--- src/hdl/rx_desc_consts.svh ---
`ifndef RX_DESC_CONSTS_SVH
`define RX_DESC_CONSTS_SVH
// Function
// - ring wrap flag returns to list base
// - chain flag: second pointer is next descriptor
// - wrap beats chain when both set
// - second size bits 21:11, zero skips buffer
// - chain set without wrap ignores second size field
// - first size bits 10:0, zero uses second
// - host sizes are multiples of four
// - first pointer word three, longword aligned
// - second pointer word four, longword aligned
// - host descriptors longword aligned
// - overflow: runt and collision reported zero
// - watchdog timeout: runt reported zero
// - late collision: runt zero, rest valid
// - runt under 14 bytes: type, filter meaningless
// - watchdog flag set, length invalid
// - phy error forces crc error flag
`define RING_WRAP_BIT     25
`define CHAIN_NEXT_BIT    24
`define SECOND_BYTES_HI   21
`define SECOND_BYTES_LO   11
`define FIRST_BYTES_HI    10
`define FIRST_BYTES_LO    0
`define DESC_STRIDE       32'h0000_0010
`define ST_OVERRUN_BIT    0
`define ST_CRC_BIT        1
`define ST_DRIBBLE_BIT    2
`define ST_PHY_FAULT_BIT  3
`define ST_WATCHDOG_BIT   4
`define ST_FRAME_TYPE_BIT 5
`define ST_COLLISION_BIT  6
`define ST_RUNT_BIT       11
`define ST_LEN_LO         16
`define ST_LEN_HI         29
`define ST_FILTER_BIT     30
`define RUNT_TYPE_BYTES   14
`endif

--- src/hdl/rx_desc_pkg.sv ---
package rx_desc_pkg;
	typedef enum logic [2:0] {
		WALK_IDLE   = 3'b000,
		WALK_FETCH  = 3'b001,
		WALK_FIRST  = 3'b010,
		WALK_SECOND = 3'b011,
		WALK_STATUS = 3'b100
	} walk_state_t;
endpackage : rx_desc_pkg

--- src/hdl/rx_desc_if.sv ---
`timescale 1ns/1ps
interface rx_desc_if;
	logic        fetch_req;
	logic [31:0] fetch_addr;
	logic        fetch_ack;
	logic [31:0] control_word;
	logic [31:0] first_pointer;
	logic [31:0] second_pointer;
	logic        buf_valid;
	logic [31:0] buf_addr;
	logic [10:0] buf_bytes;
	logic        status_valid;
	logic [31:0] status_word;
	modport device (output fetch_req, fetch_addr, buf_valid, buf_addr, buf_bytes,
		status_valid, status_word,
		input fetch_ack, control_word, first_pointer, second_pointer);
	modport host (input fetch_req, fetch_addr, buf_valid, buf_addr, buf_bytes,
		status_valid, status_word,
		output fetch_ack, control_word, first_pointer, second_pointer);
endinterface : rx_desc_if

--- src/hdl/rx_descriptor_walker.sv ---
`timescale 1ns/1ps
`include "rx_desc_consts.svh"
module rx_descriptor_walker
	import rx_desc_pkg::*;
(
	// clock and reset
	input  wire logic        ref_clk,
	input  wire logic        rst,
	// list control
	input  wire logic        start,
	input  wire logic [31:0] list_base,
	// frame completion from receive engine
	input  wire logic        frame_done,
	input  wire logic [13:0] frame_len,
	input  wire logic        ev_overrun,
	input  wire logic        ev_watchdog,
	input  wire logic        ev_collision,
	input  wire logic        ev_runt,
	input  wire logic        ev_crc_bad,
	input  wire logic        ev_dribble,
	input  wire logic        ev_phy_err,
	input  wire logic        ev_frame_type,
	input  wire logic        ev_filter_miss,
	// state
	output logic             busy,
	output logic [31:0]      desc_addr,
	// descriptor side
	rx_desc_if.device        dsc
);
	walk_state_t state_q;
	logic [31:0] ctrl_q;
	logic [31:0] first_q;
	logic [31:0] second_q;
	logic [31:0] addr_q;
	logic [31:0] next_q;
	logic        wrap;
	logic        chain;
	logic [10:0] first_bytes;
	logic [10:0] second_bytes;
	logic [31:0] next_addr;
	logic [31:0] status_q;
	logic        status_v_q;
	logic        buf_v_q;
	logic [31:0] buf_addr_q;
	logic [10:0] buf_bytes_q;
	logic        first_grant;
	logic        second_grant;
	logic        second_sent_q;
	logic        runt_masked;
	logic        short_runt;
	logic [31:0] status_d;

	assign wrap         = ctrl_q[`RING_WRAP_BIT];
	assign chain        = ctrl_q[`CHAIN_NEXT_BIT] & ~wrap;
	assign first_bytes  = ctrl_q[`FIRST_BYTES_HI:`FIRST_BYTES_LO];
	assign second_bytes = chain ? 11'h000 : ctrl_q[`SECOND_BYTES_HI:`SECOND_BYTES_LO];
	assign first_grant  = (state_q == WALK_FIRST) && (first_bytes != 11'h000);
	// the second buffer is granted once, and only while the frame still runs
	assign second_grant = (state_q == WALK_SECOND) && (second_bytes != 11'h000) && !frame_done
		&& !second_sent_q;

	always_comb begin
		if (wrap) begin
			next_addr = list_base;
		end else if (chain) begin
			next_addr = second_q;
		end else begin
			next_addr = addr_q + `DESC_STRIDE;
		end
	end

	assign busy           = (state_q != WALK_IDLE);
	assign desc_addr      = addr_q;
	assign dsc.fetch_req  = (state_q == WALK_FETCH);
	assign dsc.fetch_addr = addr_q;
	assign dsc.buf_valid  = buf_v_q;
	assign dsc.buf_addr   = buf_addr_q;
	assign dsc.buf_bytes  = buf_bytes_q;
	assign dsc.status_valid = status_v_q;
	assign dsc.status_word  = status_q;

	// walk sequencing
	always_ff @(posedge ref_clk) begin
		if (rst) begin
			state_q <= WALK_IDLE;
		end else begin
			case (state_q)
				WALK_IDLE: begin
					if (start) begin
						state_q <= WALK_FETCH;
					end
				end
				WALK_FETCH: begin
					if (dsc.fetch_ack) begin
						state_q <= WALK_FIRST;
					end
				end
				WALK_FIRST: begin
					if (first_bytes != 11'h000 && frame_done) begin
						state_q <= WALK_STATUS;
					end else begin
						state_q <= WALK_SECOND;
					end
				end
				WALK_SECOND: begin
					if (second_bytes == 11'h000 || frame_done) begin
						state_q <= WALK_STATUS;
					end
				end
				WALK_STATUS: begin
					state_q <= WALK_FETCH;
				end
				default: begin
					state_q <= WALK_IDLE;
				end
			endcase
		end
	end

	// descriptor words held for the whole walk of one descriptor
	always_ff @(posedge ref_clk) begin
		if (rst) begin
			ctrl_q   <= 32'h0000_0000;
			first_q  <= 32'h0000_0000;
			second_q <= 32'h0000_0000;
		end else if (state_q == WALK_FETCH && dsc.fetch_ack) begin
			ctrl_q   <= dsc.control_word;
			first_q  <= dsc.first_pointer;
			second_q <= dsc.second_pointer;
		end
	end

	// current descriptor address and the one to fetch after it
	always_ff @(posedge ref_clk) begin
		if (rst) begin
			addr_q <= 32'h0000_0000;
			next_q <= 32'h0000_0000;
		end else begin
			if (state_q == WALK_IDLE && start) begin
				addr_q <= list_base;
			end else if (state_q == WALK_STATUS) begin
				addr_q <= next_q;
			end
			if (state_q == WALK_FIRST) begin
				next_q <= next_addr;
			end
		end
	end

	// stops a second buffer being granted again while waiting for frame end
	always_ff @(posedge ref_clk) begin
		if (rst) begin
			second_sent_q <= 1'b0;
		end else if (state_q != WALK_SECOND) begin
			second_sent_q <= 1'b0;
		end else if (second_grant) begin
			second_sent_q <= 1'b1;
		end
	end

	// buffer grant to the receive engine
	always_ff @(posedge ref_clk) begin
		if (rst) begin
			buf_v_q     <= 1'b0;
			buf_addr_q  <= 32'h0000_0000;
			buf_bytes_q <= 11'h000;
		end else begin
			buf_v_q <= first_grant | second_grant;
			if (first_grant) begin
				buf_addr_q  <= first_q;
				buf_bytes_q <= first_bytes;
			end else if (second_grant) begin
				buf_addr_q  <= second_q;
				buf_bytes_q <= second_bytes;
			end
		end
	end

	// runt is only reported where no stronger completion kind applies
	assign runt_masked = ev_runt & ~ev_overrun & ~ev_watchdog & ~ev_collision;
	assign short_runt  = ev_runt && (frame_len < 14'(`RUNT_TYPE_BYTES));

	// completion status with validity masking
	always_comb begin
		status_d = 32'h0000_0000;
		status_d[`ST_OVERRUN_BIT]    = ev_overrun;
		status_d[`ST_CRC_BIT]        = ev_crc_bad | ev_phy_err;
		status_d[`ST_DRIBBLE_BIT]    = ev_dribble;
		status_d[`ST_PHY_FAULT_BIT]  = ev_phy_err;
		status_d[`ST_WATCHDOG_BIT]   = ev_watchdog;
		status_d[`ST_FRAME_TYPE_BIT] = ev_frame_type & ~short_runt;
		status_d[`ST_COLLISION_BIT]  = ev_collision & ~ev_overrun;
		status_d[`ST_RUNT_BIT]       = runt_masked;
		status_d[`ST_LEN_HI:`ST_LEN_LO] = ev_watchdog ? 14'h0000 : frame_len;
		status_d[`ST_FILTER_BIT]     = ev_filter_miss & ~short_runt;
	end

	always_ff @(posedge ref_clk) begin
		if (rst) begin
			status_q   <= 32'h0000_0000;
			status_v_q <= 1'b0;
		end else begin
			status_v_q <= (state_q == WALK_STATUS);
			if (state_q == WALK_STATUS) begin
				status_q <= status_d;
			end
		end
	end
endmodule : rx_descriptor_walker

--- src/flat_wrapper.sv ---
// flat-port wrapper written by rule: the top's interface ports become plain ports
module rx_descriptor_walker_flat import rx_desc_pkg::*;
  (ref_clk, rst, start, list_base, frame_done, frame_len, ev_overrun, ev_watchdog, ev_collision, ev_runt, ev_crc_bad, ev_dribble, ev_phy_err, ev_frame_type, ev_filter_miss, busy, desc_addr, dsc_fetch_req, dsc_fetch_addr, dsc_buf_valid, dsc_buf_addr, dsc_buf_bytes, dsc_status_valid, dsc_status_word, dsc_fetch_ack, dsc_control_word, dsc_first_pointer, dsc_second_pointer);
  rx_desc_if dsc_i ();
  input  wire logic ref_clk;
  input  wire logic rst;
  input  wire logic start;
  input  wire logic [31:0] list_base;
  input  wire logic frame_done;
  input  wire logic [13:0] frame_len;
  input  wire logic ev_overrun;
  input  wire logic ev_watchdog;
  input  wire logic ev_collision;
  input  wire logic ev_runt;
  input  wire logic ev_crc_bad;
  input  wire logic ev_dribble;
  input  wire logic ev_phy_err;
  input  wire logic ev_frame_type;
  input  wire logic ev_filter_miss;
  output logic busy;
  output logic [31:0] desc_addr;
  output wire logic [$bits(dsc_i.fetch_req)-1:0] dsc_fetch_req;
  output wire logic [$bits(dsc_i.fetch_addr)-1:0] dsc_fetch_addr;
  output wire logic [$bits(dsc_i.buf_valid)-1:0] dsc_buf_valid;
  output wire logic [$bits(dsc_i.buf_addr)-1:0] dsc_buf_addr;
  output wire logic [$bits(dsc_i.buf_bytes)-1:0] dsc_buf_bytes;
  output wire logic [$bits(dsc_i.status_valid)-1:0] dsc_status_valid;
  output wire logic [$bits(dsc_i.status_word)-1:0] dsc_status_word;
  input wire logic [$bits(dsc_i.fetch_ack)-1:0] dsc_fetch_ack;
  input wire logic [$bits(dsc_i.control_word)-1:0] dsc_control_word;
  input wire logic [$bits(dsc_i.first_pointer)-1:0] dsc_first_pointer;
  input wire logic [$bits(dsc_i.second_pointer)-1:0] dsc_second_pointer;
  assign dsc_fetch_req = dsc_i.fetch_req;
  assign dsc_fetch_addr = dsc_i.fetch_addr;
  assign dsc_buf_valid = dsc_i.buf_valid;
  assign dsc_buf_addr = dsc_i.buf_addr;
  assign dsc_buf_bytes = dsc_i.buf_bytes;
  assign dsc_status_valid = dsc_i.status_valid;
  assign dsc_status_word = dsc_i.status_word;
  assign dsc_i.fetch_ack = dsc_fetch_ack;
  assign dsc_i.control_word = dsc_control_word;
  assign dsc_i.first_pointer = dsc_first_pointer;
  assign dsc_i.second_pointer = dsc_second_pointer;
  rx_descriptor_walker u_core (.ref_clk(ref_clk), .rst(rst), .start(start), .list_base(list_base), .frame_done(frame_done), .frame_len(frame_len), .ev_overrun(ev_overrun), .ev_watchdog(ev_watchdog), .ev_collision(ev_collision), .ev_runt(ev_runt), .ev_crc_bad(ev_crc_bad), .ev_dribble(ev_dribble), .ev_phy_err(ev_phy_err), .ev_frame_type(ev_frame_type), .ev_filter_miss(ev_filter_miss), .busy(busy), .desc_addr(desc_addr), .dsc(dsc_i));
endmodule
--- config.mk ---
export PLATFORM = sky130hd
export DESIGN_NAME = rx_descriptor_walker_flat
export DESIGN_NICKNAME = d
export VERILOG_FILES = /design/src/hdl/rx_desc_pkg.sv /design/src/hdl/rx_desc_if.sv /design/src/hdl/rx_descriptor_walker.sv /design/src/flat_wrapper.sv
export VERILOG_INCLUDE_DIRS = /design/src /design/src/hdl
export SDC_FILE = /design/constraint.sdc
export NUM_CORES = 1
export LEC_CHECK = 0
export ABC_AREA = 0
export BUFFER_PORTS_ARGS = -buffer_cell sky130_fd_sc_hd__buf_2
export CAP_MARGIN = 20
export CORE_MARGIN = 4
export CORE_UTILIZATION = 52
export CTS_CLUSTER_SIZE = 40
export DETAILED_ROUTE_END_ITERATION = 12
export PLACE_DENSITY = 0.81
export SYNTH_ARGS = -nofsm -noshare
export SYNTH_HDL_FRONTEND = slang
export SYNTH_SLANG_ARGS = --single-unit
export TNS_END_PERCENT = 100
--- constraint.sdc ---
create_clock -name ref_clk -period 2.1 [get_ports ref_clk]
set_input_delay 0.42 -clock ref_clk [delete_from_list [all_inputs] [get_ports ref_clk]]
set_output_delay 0.42 -clock ref_clk [all_outputs]
set_load 0.05 [all_outputs]
## Word level (Yosys, flattened, before mapping)

Index checks and enable logic that the tools add are counted.

- Bitwise gates (word level): 14
- Order comparisons: 1
- Reduce and logical (&&, ||, !) cells: 20
- Mux-type cells: 15
- $add $sub $neg: 1
- Eq/ne operators: 8

Operator list:

| cell | number |
|---|---|
| 32-bit 2-to-1 mux | 6 |
| 11-bit 2-to-1 mux | 3 |
| 32-bit by 5-bit adder with 32-bit output (second input constant) | 1 |
| 11-bit nonzero test | 2 |
| 3-bit case mux with 5 select lines | 1 |
| 14-bit by 4-bit < comparator with 1-bit output (second input constant) | 1 |
| 14-bit 2-to-1 mux | 1 |
| 3-bit 2-to-1 mux | 4 |
| 11-bit logical NOT | 1 |
| 1-bit logical AND | 8 |
| 1-bit bitwise AND | 7 |
| 3-bit by 2-bit == test with 1-bit output (second input constant) | 2 |
| 1-bit inverter | 5 |
| 2-bit != test (second input constant) | 2 |
| 2-bit nonzero test | 2 |
| 3-bit by 1-bit == test with 1-bit output (second input constant) | 1 |
| 3-bit == test (second input constant) | 1 |
| 3-bit logical NOT | 1 |
| 3-bit by 2-bit != test with 1-bit output (second input constant) | 1 |
| 3-bit AND reduction | 1 |
| 3-bit nonzero test | 1 |
| 1-bit logical NOT | 2 |
| 2-bit by 1-bit != test with 1-bit output (second input constant) | 1 |
| 1-bit bitwise OR | 2 |
| other kinds (2) | 2 |

- Register bits: 226
- Word-level logic and storage cells: 71
- Output and inout port bits: 143
- Bits of input ports: 156

## Depth between registers and ports, before layout

Gate-level depths: netlist (run 1).

- Word-level depth: 9
- Mapped depth: 9
- Mapped depth without buffers: 6

## Least setup slack after synthesis (run 1)

OpenSTA, ideal clock, no wires.

- Kind: register -> register
- Start point: reg u_core.state_q[0]
- End point: reg u_core.second_q[21]
- Data required time: 1.968 ns
- Buffers on the path: 3
- Setup time: 0.132 ns
- Data arrival time: 2.611 ns
- Clock period less this slack: 2.743 ns
- Stages on the path, launching flop included: 9
- Slack: -0.643 ns
- Cell sequence: dfxtp_1 > buf_6 > inv_1 > nor3_1 > nand2_1 > clkbuf_1 > buf_1 > nand2_1 > a21oi_1

- Longest elaborated chain between the ends: 2

RTL lines:

| item | RTL line | RTL |
|---|---|---|
| from (decl) | rx_descriptor_walker.sv:30 | `walk_state_t state_q;` |
| from (signal assigned) | rx_descriptor_walker.sv:85 | `state_q <= WALK_IDLE;` |
| from (signal assigned) | rx_descriptor_walker.sv:90 | `state_q <= WALK_FETCH;` |
| from (signal assigned) | rx_descriptor_walker.sv:95 | `state_q <= WALK_FIRST;` |
| 3-bit by 1-bit == test with 1-bit output | -- |  |
| named net dsc_fetch_req | flat_wrapper.sv:22 | `output wire logic [$bits(dsc_i.fetch_req)-1:0] dsc_fetch_req;` |
| 1-bit logical AND | rx_descriptor_walker.sv:126 | `end else if (state_q == WALK_FETCH && dsc.fetch_ack) begin` |
| to (signal assigned) | rx_descriptor_walker.sv:129 | `second_q <= dsc.second_pointer;` |
| to (decl) | rx_descriptor_walker.sv:33 | `logic [31:0] second_q;` |

The timed path passes the listed nets, and every way through them passes these cells.
A chain may end at the register's enable or synchronous reset.

## Final worst setup path (run 1)

- Start point: reg u_core.state_q[2]
- End point: out busy

- Longest elaborated chain between the ends: 1

RTL lines:

| item | RTL line | RTL |
|---|---|---|
| 3-bit nonzero test | rx_descriptor_walker.sv:72 | `assign busy = (state_q != WALK_IDLE);` |
| to (decl) | flat_wrapper.sv:20 | `output logic busy;` |

Every way passes these cells.

==> impl_metrics.tcl, run 1 <==
set metrics [dict create \
    ios 299 \
    seqCellArea_sq_mm 0.004488 \
    finalSetupTns_ps 0 \
    synth_top_cell_area_share_pct 45.78 \
    tightest_slew_ps 625.4 \
    vias 9855 \
    timing.rr.start "u_core.state_q[2]" \
    crit_path_top_delay_cell "or3_1" \
    dp_hpwl_um 20440 \
    grtUsageTotal_pct 26.37 \
    antenna_found_initial 1 \
    grt_pass1_vias 8986 \
    switching_share_pct 30.61 \
    max_freq_mhz 498.0 \
    cp-startpoint "u_core.state_q[2]" \
    utilization_pct 66.02 \
    maxSlewHeadroom_pct 58.03 \
    cts_max_path_buffers 3 \
    start_util_pct 53.61 \
    synth-main-ff-cell "dfxtp_1" \
    fin_skew_ps 16.56 \
    grt_max_degree 89 \
    worstPathRequired_ps 1680 \
    holdWs_ps 138.3 \
    cts_tree "done" \
    p_per_area_mw_per_mm2 925.9 \
    netlist_area_sq_mm 0.009794 \
    cts_buffers 24 \
    avgSynthCellArea_sq_um 7.924 \
    path_class "reg -> out" \
    path_clk_slew_ps 60 \
    fin_crit_ps 2008 \
    port_buffers 281 \
    drt_first_pass_iters 5 \
    layout-drive-gt1-share_pct 25.75 \
    root_buffer "clkbuf_16" \
    pwr-share-seq_pct 42.6 \
    post_drt_wl_per_cell_um 17.56 \
    fin_nets 1608 \
    place_inst 1653 \
    critPathCapture "busy" \
    crit_family "simple AND/OR/NAND/NOR gates" \
    ys_types 58 \
    die_area_sq_mm 0.02109 \
    area_delta_synth_final_pct 23.15 \
    grt.overflow.total 0 \
    synth_commonest_cells "nand2_1, dfxtp_1, a21oi_1, nor2_1, clkbuf_1" \
    path_max_fanout 9 \
    leakage_nw 4.991 \
    async_reset_ff_share_pct 0 \
    start_kind "flop" \
    finalCritPeriodShare_pct 95.62 \
    totalPowerFinal_mw 11.17 \
    cp.buffers_inverters 1 \
    crit_chain "or3_1 -> buf_2" \
    worst_hold_path_type "in -> reg" \
    min_from "dsc_control_word[1]" \
    rrSetupSlack_ps 100 \
    synth_edf_count 0 \
    comb_power_share_pct 19.0 \
    cp.arrival_ps 1590 \
    clkLatencyLatePin_ps 510 \
    clkSinkCount 224 \
    cp_num_cells 2 \
    synth-seq-area-share_pct 45.78 \
    finalHoldViolCount 0 \
    synth_top_area_cell "dfxtp_1" \
    core_area_sq_mm 0.01827 \
    nFillCells 1534 \
    final_max_slew_viol_count 0 \
    ant_nets 0 \
    drv_cap 0 \
    r2r_cells 7 \
    dr.first_iter.drc_count 937 \
    endpoint_kind "output pin" \
    reg2reg_to "u_core.dsc.buf_addr[3]" \
    multiInputGateArea_sq_mm 0.004601 \
    routabilityCongestion 0.8908 \
    synth_warnings 0 \
    p_int_mw 7.750 \
    rows 49 \
    ys_ff_latch 224 \
    die_x_um 145.2 \
    grt_first_pass_wirelength_um 46460 \
    instances_no_fill 1698 \
    yosys-top-cells-area "dfxtp_1, nand2_1, a21oi_1" \
    peakVddDrop_mv 0.6117 \
    status "completed" \
    p_clk_share_pct 38.4 \
    htreeDepth 1 \
    crit_path_max_incr_delay_ps 450 \
    p_switching_mw 3.418 \
    synth.most_common_cell "nand2_1" \
    viasPerCell 5.804 \
    drc 0 \
    netlist_instances 1236 \
    die_height_um 145.2 \
    drt-total-wl_um 29820 \
    setup_viol_count_final 0 \
]
[flip-flops by register name (all words and copies together) (netlist names)]
register                 count
u_core.state_q               3
u_core.first_q              32
u_core.dsc.buf_addr         32
u_core.desc_addr            32
u_core.dsc.buf_valid         1
u_core.second_q             32
u_core.dsc.buf_bytes        11
u_core.next_q               32
u_core.second_sent_q         1
u_core.dsc.status_word      23
u_core.dsc.status_valid      1
u_core.ctrl_q               24
[layout by cell type (no fill, tap or decap), types with 7 or more instances in the layout]
master / instances
a22oi_1: 34
nor4_1: 7
nor3_1: 21
dfxtp_1: 221
xor2_1: 14
nor2_1: 79
a21oi_1: 164
inv_1: 8
mux2i_1: 8
o21ai_0: 13
nand3b_1: 16
xnor2_1: 9
a311oi_1: 33
buf_4: 32
nand2_1: 325
buf_2: 279
buf_12: 9
conb_1: 9
a211oi_1: 12
nand4_1: 9
or3_1: 8
a221oi_1: 21
clkbuf_16: 25
nand3_1: 14
[per-stage QoR]
step | instance area [sq um] | setup WS [ps]
after floorplan | 9838 | 26.18
after global placement | 11220 | 201.9
after detailed placement | 11220 | 152.1
after CTS | 12030 | 53.07
after global routing | 12060 | -39.62
final | 12060 | 92.02
[logic make-up after synthesis]
group           count (synthesis)  share of synthesized area [%]
xor+xnor                       23                          2.057
fa+ha+maj                       1                         0.1277
simple gates                  513                          22.65
flops                         224                          45.78
compound gates                316                          20.55
buf+inv                       150                          7.971
other cells                     1                        0.03829
mux                             8                         0.8176
[worst reg2reg max path, delay by kind of cell (launching register included)]
kind / cells / cell delay [ps]
buf+inv: 2 / 390
simple gates: 4 / 830
compound gates: 1 / 290
flops: 1 / 380
[final cells by class]
class                           count  share of cell area (%)
Multi-Input combinational cell    870                   38.14
Sequential cell                   224                   37.21
Timing Repair Buffer              322                   15.25
Clock buffer                       33                   5.851
Tap cell                          229                   2.376
Clock inverter                     10                  0.8714
Inverter                            9                  0.2801
Antenna cell                        1                 0.02075
[repair_timing]
item / in CTS / in global routing
hold buffers: 0 / 0
gates cloned: 0 / 0
gates resized for setup: 2 / 4
setup buffers: 0 / 1
setup endpoints to repair: 1 / 12
pin swaps: 0 / 1
[power by group through the flow]
stage	logic, mW	registers, mW	clock network [mW]
final	2.12	4.76	4.29
after global routing	2.27	4.79	4.54
after CTS	2.11	4.75	4.35
after detailed placement	2.09	4.84	0
after global placement	2.06	4.83	0
after floorplan	1.17	5.15	0
[how the worst min path moves through the flow]
stage                                  to  slack [ps]  depth (start not counted)
2_1_floorplan            u_core.next_q[0]         440                          2
3_3_place_gp   u_core.dsc.status_word[22]         440                          2
3_5_place_dp   u_core.dsc.status_word[21]         440                          2
4_1_cts                  u_core.ctrl_q[1]         130                          3
5_1_grt                  u_core.ctrl_q[0]         130                          3
6_report                 u_core.ctrl_q[1]         140                          3
[per-layer routing]
metal  routed length [um]  vias up  track usage (%)
met4                  808        0            8.879
met2                13640      497            42.39
met1                12440     4612            35.49
met5                    0        -                0
li1                     -     4680                -
met3                 2927       66            5.613
(Power assumes the default switching activity.)
==> run 2: changes to the inputs <==
--- a/config.mk
+++ b/config.mk
@@ -14,6 +14,7 @@
 export CTS_CLUSTER_SIZE = 40
 export DETAILED_ROUTE_END_ITERATION = 12
 export PLACE_DENSITY = 0.81
+export RECOVER_POWER = 50
 export SYNTH_ARGS = -nofsm -noshare
 export SYNTH_HDL_FRONTEND = slang
 export SYNTH_SLANG_ARGS = --single-unit
==> run 2 against run 1 <==
  * Worst setup slack worse by 5.7 ps
  * Count of clock-buffer cells in the layout stayed put
  * Wire length hardly changed
  * Cell count stayed put
  * Maximum frequency is 0.28% lower
  * Highest routed layer unchanged
==> impl_metrics.tcl, run 2 (synthesis gave the netlist of run 1 again) <==
set metrics [dict create \
    final_cell_mix "nand2_1, dfxtp_1, buf_2, a21oi_1, clkbuf_1" \
    place_inst 1653 \
    antenna_found_initial 1 \
    min_from "dsc_control_word[1]" \
    reg2reg_to "u_core.dsc.buf_addr[3]" \
    p_int_mw 7.719 \
    worstPathRequired_ps 1680 \
    nFillCells 1569 \
    cp.arrival_ps 1590 \
    r2r_cells 7 \
    crit_chain "or3_1 -> buf_2" \
    p_per_area_mw_per_mm2 933.0 \
    design_area_sq_mm 0.01194 \
    ios 299 \
    die_area_sq_mm 0.02109 \
    p_switching_mw 3.419 \
    grt.overflow.total 0 \
    dpl_cell_area_sq_mm 0.01122 \
    p_clk_share_pct 38.6 \
    start_util_pct 53.61 \
    clkSinkCount 224 \
    drt_first_pass_iters 5 \
    drt-total-wl_um 29840 \
    setup_viol_count_final 0 \
    finalSetupTns_ps 0 \
    cts_tree "done" \
    layout_commonest_cell "nand2_1" \
    utilization_pct 65.34 \
    maxSlewHeadroom_pct 38.04 \
    cts_buffers 24 \
    area_delta_synth_final_pct 21.88 \
    pwr-share-seq_pct 42.7 \
    crit_path_top_delay_cell "or3_1" \
    path_clk_slew_ps 60 \
    timing.rr.start "u_core.state_q[2]" \
    vias 9820 \
    place_ws_ps 152.1 \
    switching_share_pct 30.70 \
    finalHoldViolCount 0 \
    peakVddDrop_mv 0.6081 \
    status "completed" \
    drc 0 \
    path_class "reg -> out" \
    drv_cap 0 \
    worst_hold_path_type "in -> reg" \
    port_buffers 281 \
    cts_hold_buf 0 \
    clkLatencyLatePin_ps 520 \
    ant_nets 0 \
    viasPerCell 5.783 \
    endpoint_kind "output pin" \
    fin_nets 1608 \
    rows 49 \
    die_height_um 145.2 \
    routabilityCongestion 0.8908 \
    min_path_cells 3 \
    die_x_um 145.2 \
    grt_pass1_vias 8986 \
    root_buffer "clkbuf_16" \
    holdWs_ps 134.3 \
    leakage_nw 4.643 \
    whs_endpoint "u_core.ctrl_q[1]" \
    post_drt_wl_per_cell_um 17.57 \
    max_freq_mhz 496.6 \
    core_area_sq_mm 0.01827 \
    dp_hpwl_um 20440 \
    grtUsageTotal_pct 26.37 \
    comb_power_share_pct 18.7 \
    final_max_slew_viol_count 0 \
    fin_ws_ps 86.29 \
    crit_path_max_incr_delay_ps 450 \
    fin_skew_ps 19.24 \
    htreeDepth 1 \
    instances_no_fill 1698 \
    grt_max_degree 89 \
    start_kind "flop" \
    finalCritPeriodShare_pct 95.89 \
    grt_first_pass_wirelength_um 46460 \
    layout-drive-gt1-share_pct 20.30 \
    cts_max_path_buffers 3 \
    rrSetupSlack_ps 100 \
    dr.first_iter.drc_count 850 \
    totalPowerFinal_mw 11.14 \
    fin_crit_ps 2014 \
    path_max_fanout 9 \
    tightest_slew_ps 929.5 \
]
[run 2: cell count changes in the layout (fill, tap and decap cells not counted), sizes merged]
cell,previous run,this run
clkbuf,33,113
buf,322,242
[run 2: power by group through the flow]
stage	clock network [mW]	logic, mW	registers (mW)
after floorplan	0	1.17	5.15
after global placement	0	2.06	4.83
after detailed placement	0	2.09	4.84
after CTS	4.35	2.11	4.75
after global routing	4.54	2.23	4.79
final	4.30	2.08	4.76
[run 2: area by class of cell]
class	instances	area (sq um)	area share, %
antenna	1	2.502	0.02096
clock buffer	33	705.7	5.911
clock inverter	10	105.1	0.8804
inverter	9	33.78	0.2830
multi-input combinational	870	4594	38.49
sequential	224	4488	37.60
tap	229	286.5	2.400
timing repair buffer	322	1722	14.42
[run 2: how the worst max path moves through the flow]
stage          depth (start not counted)                     end  slack [ps]                start
6_report                               2                    busy          90    u_core.state_q[2]
5_1_grt                                7  u_core.dsc.buf_addr[3]         -40    u_core.state_q[2]
4_1_cts                                4           dsc_fetch_req          50    u_core.state_q[0]
3_5_place_dp                           6       u_core.next_q[28]         150  u_core.desc_addr[4]
3_3_place_gp                           6       u_core.next_q[28]         200  u_core.desc_addr[4]
2_1_floorplan                          7       u_core.next_q[31]          30  u_core.desc_addr[9]
[run 2: repair_timing]
action                     CTS  global route
pin swaps                    0             1
resized for setup            2             4
setup buffers                0             1
setup endpoints to repair    1            12
[run 2: worst max-delay path, delay by kind of cell (launching register included)]
family / cells / cell delay, ps
DFF: 1 / 380
and+or+nand+nor: 1 / 450
buffers and inverters: 1 / 240
[run 2: routing by layer]
layer / share of wire, % / vias up / track usage (%)
met5: 0 / - / 0
met4: 2.8 / 0 / 8.879
met3: 9.5 / 69 / 5.613
met2: 46 / 498 / 42.39
met1: 41 / 4578 / 35.49
li1: - / 4675 / -
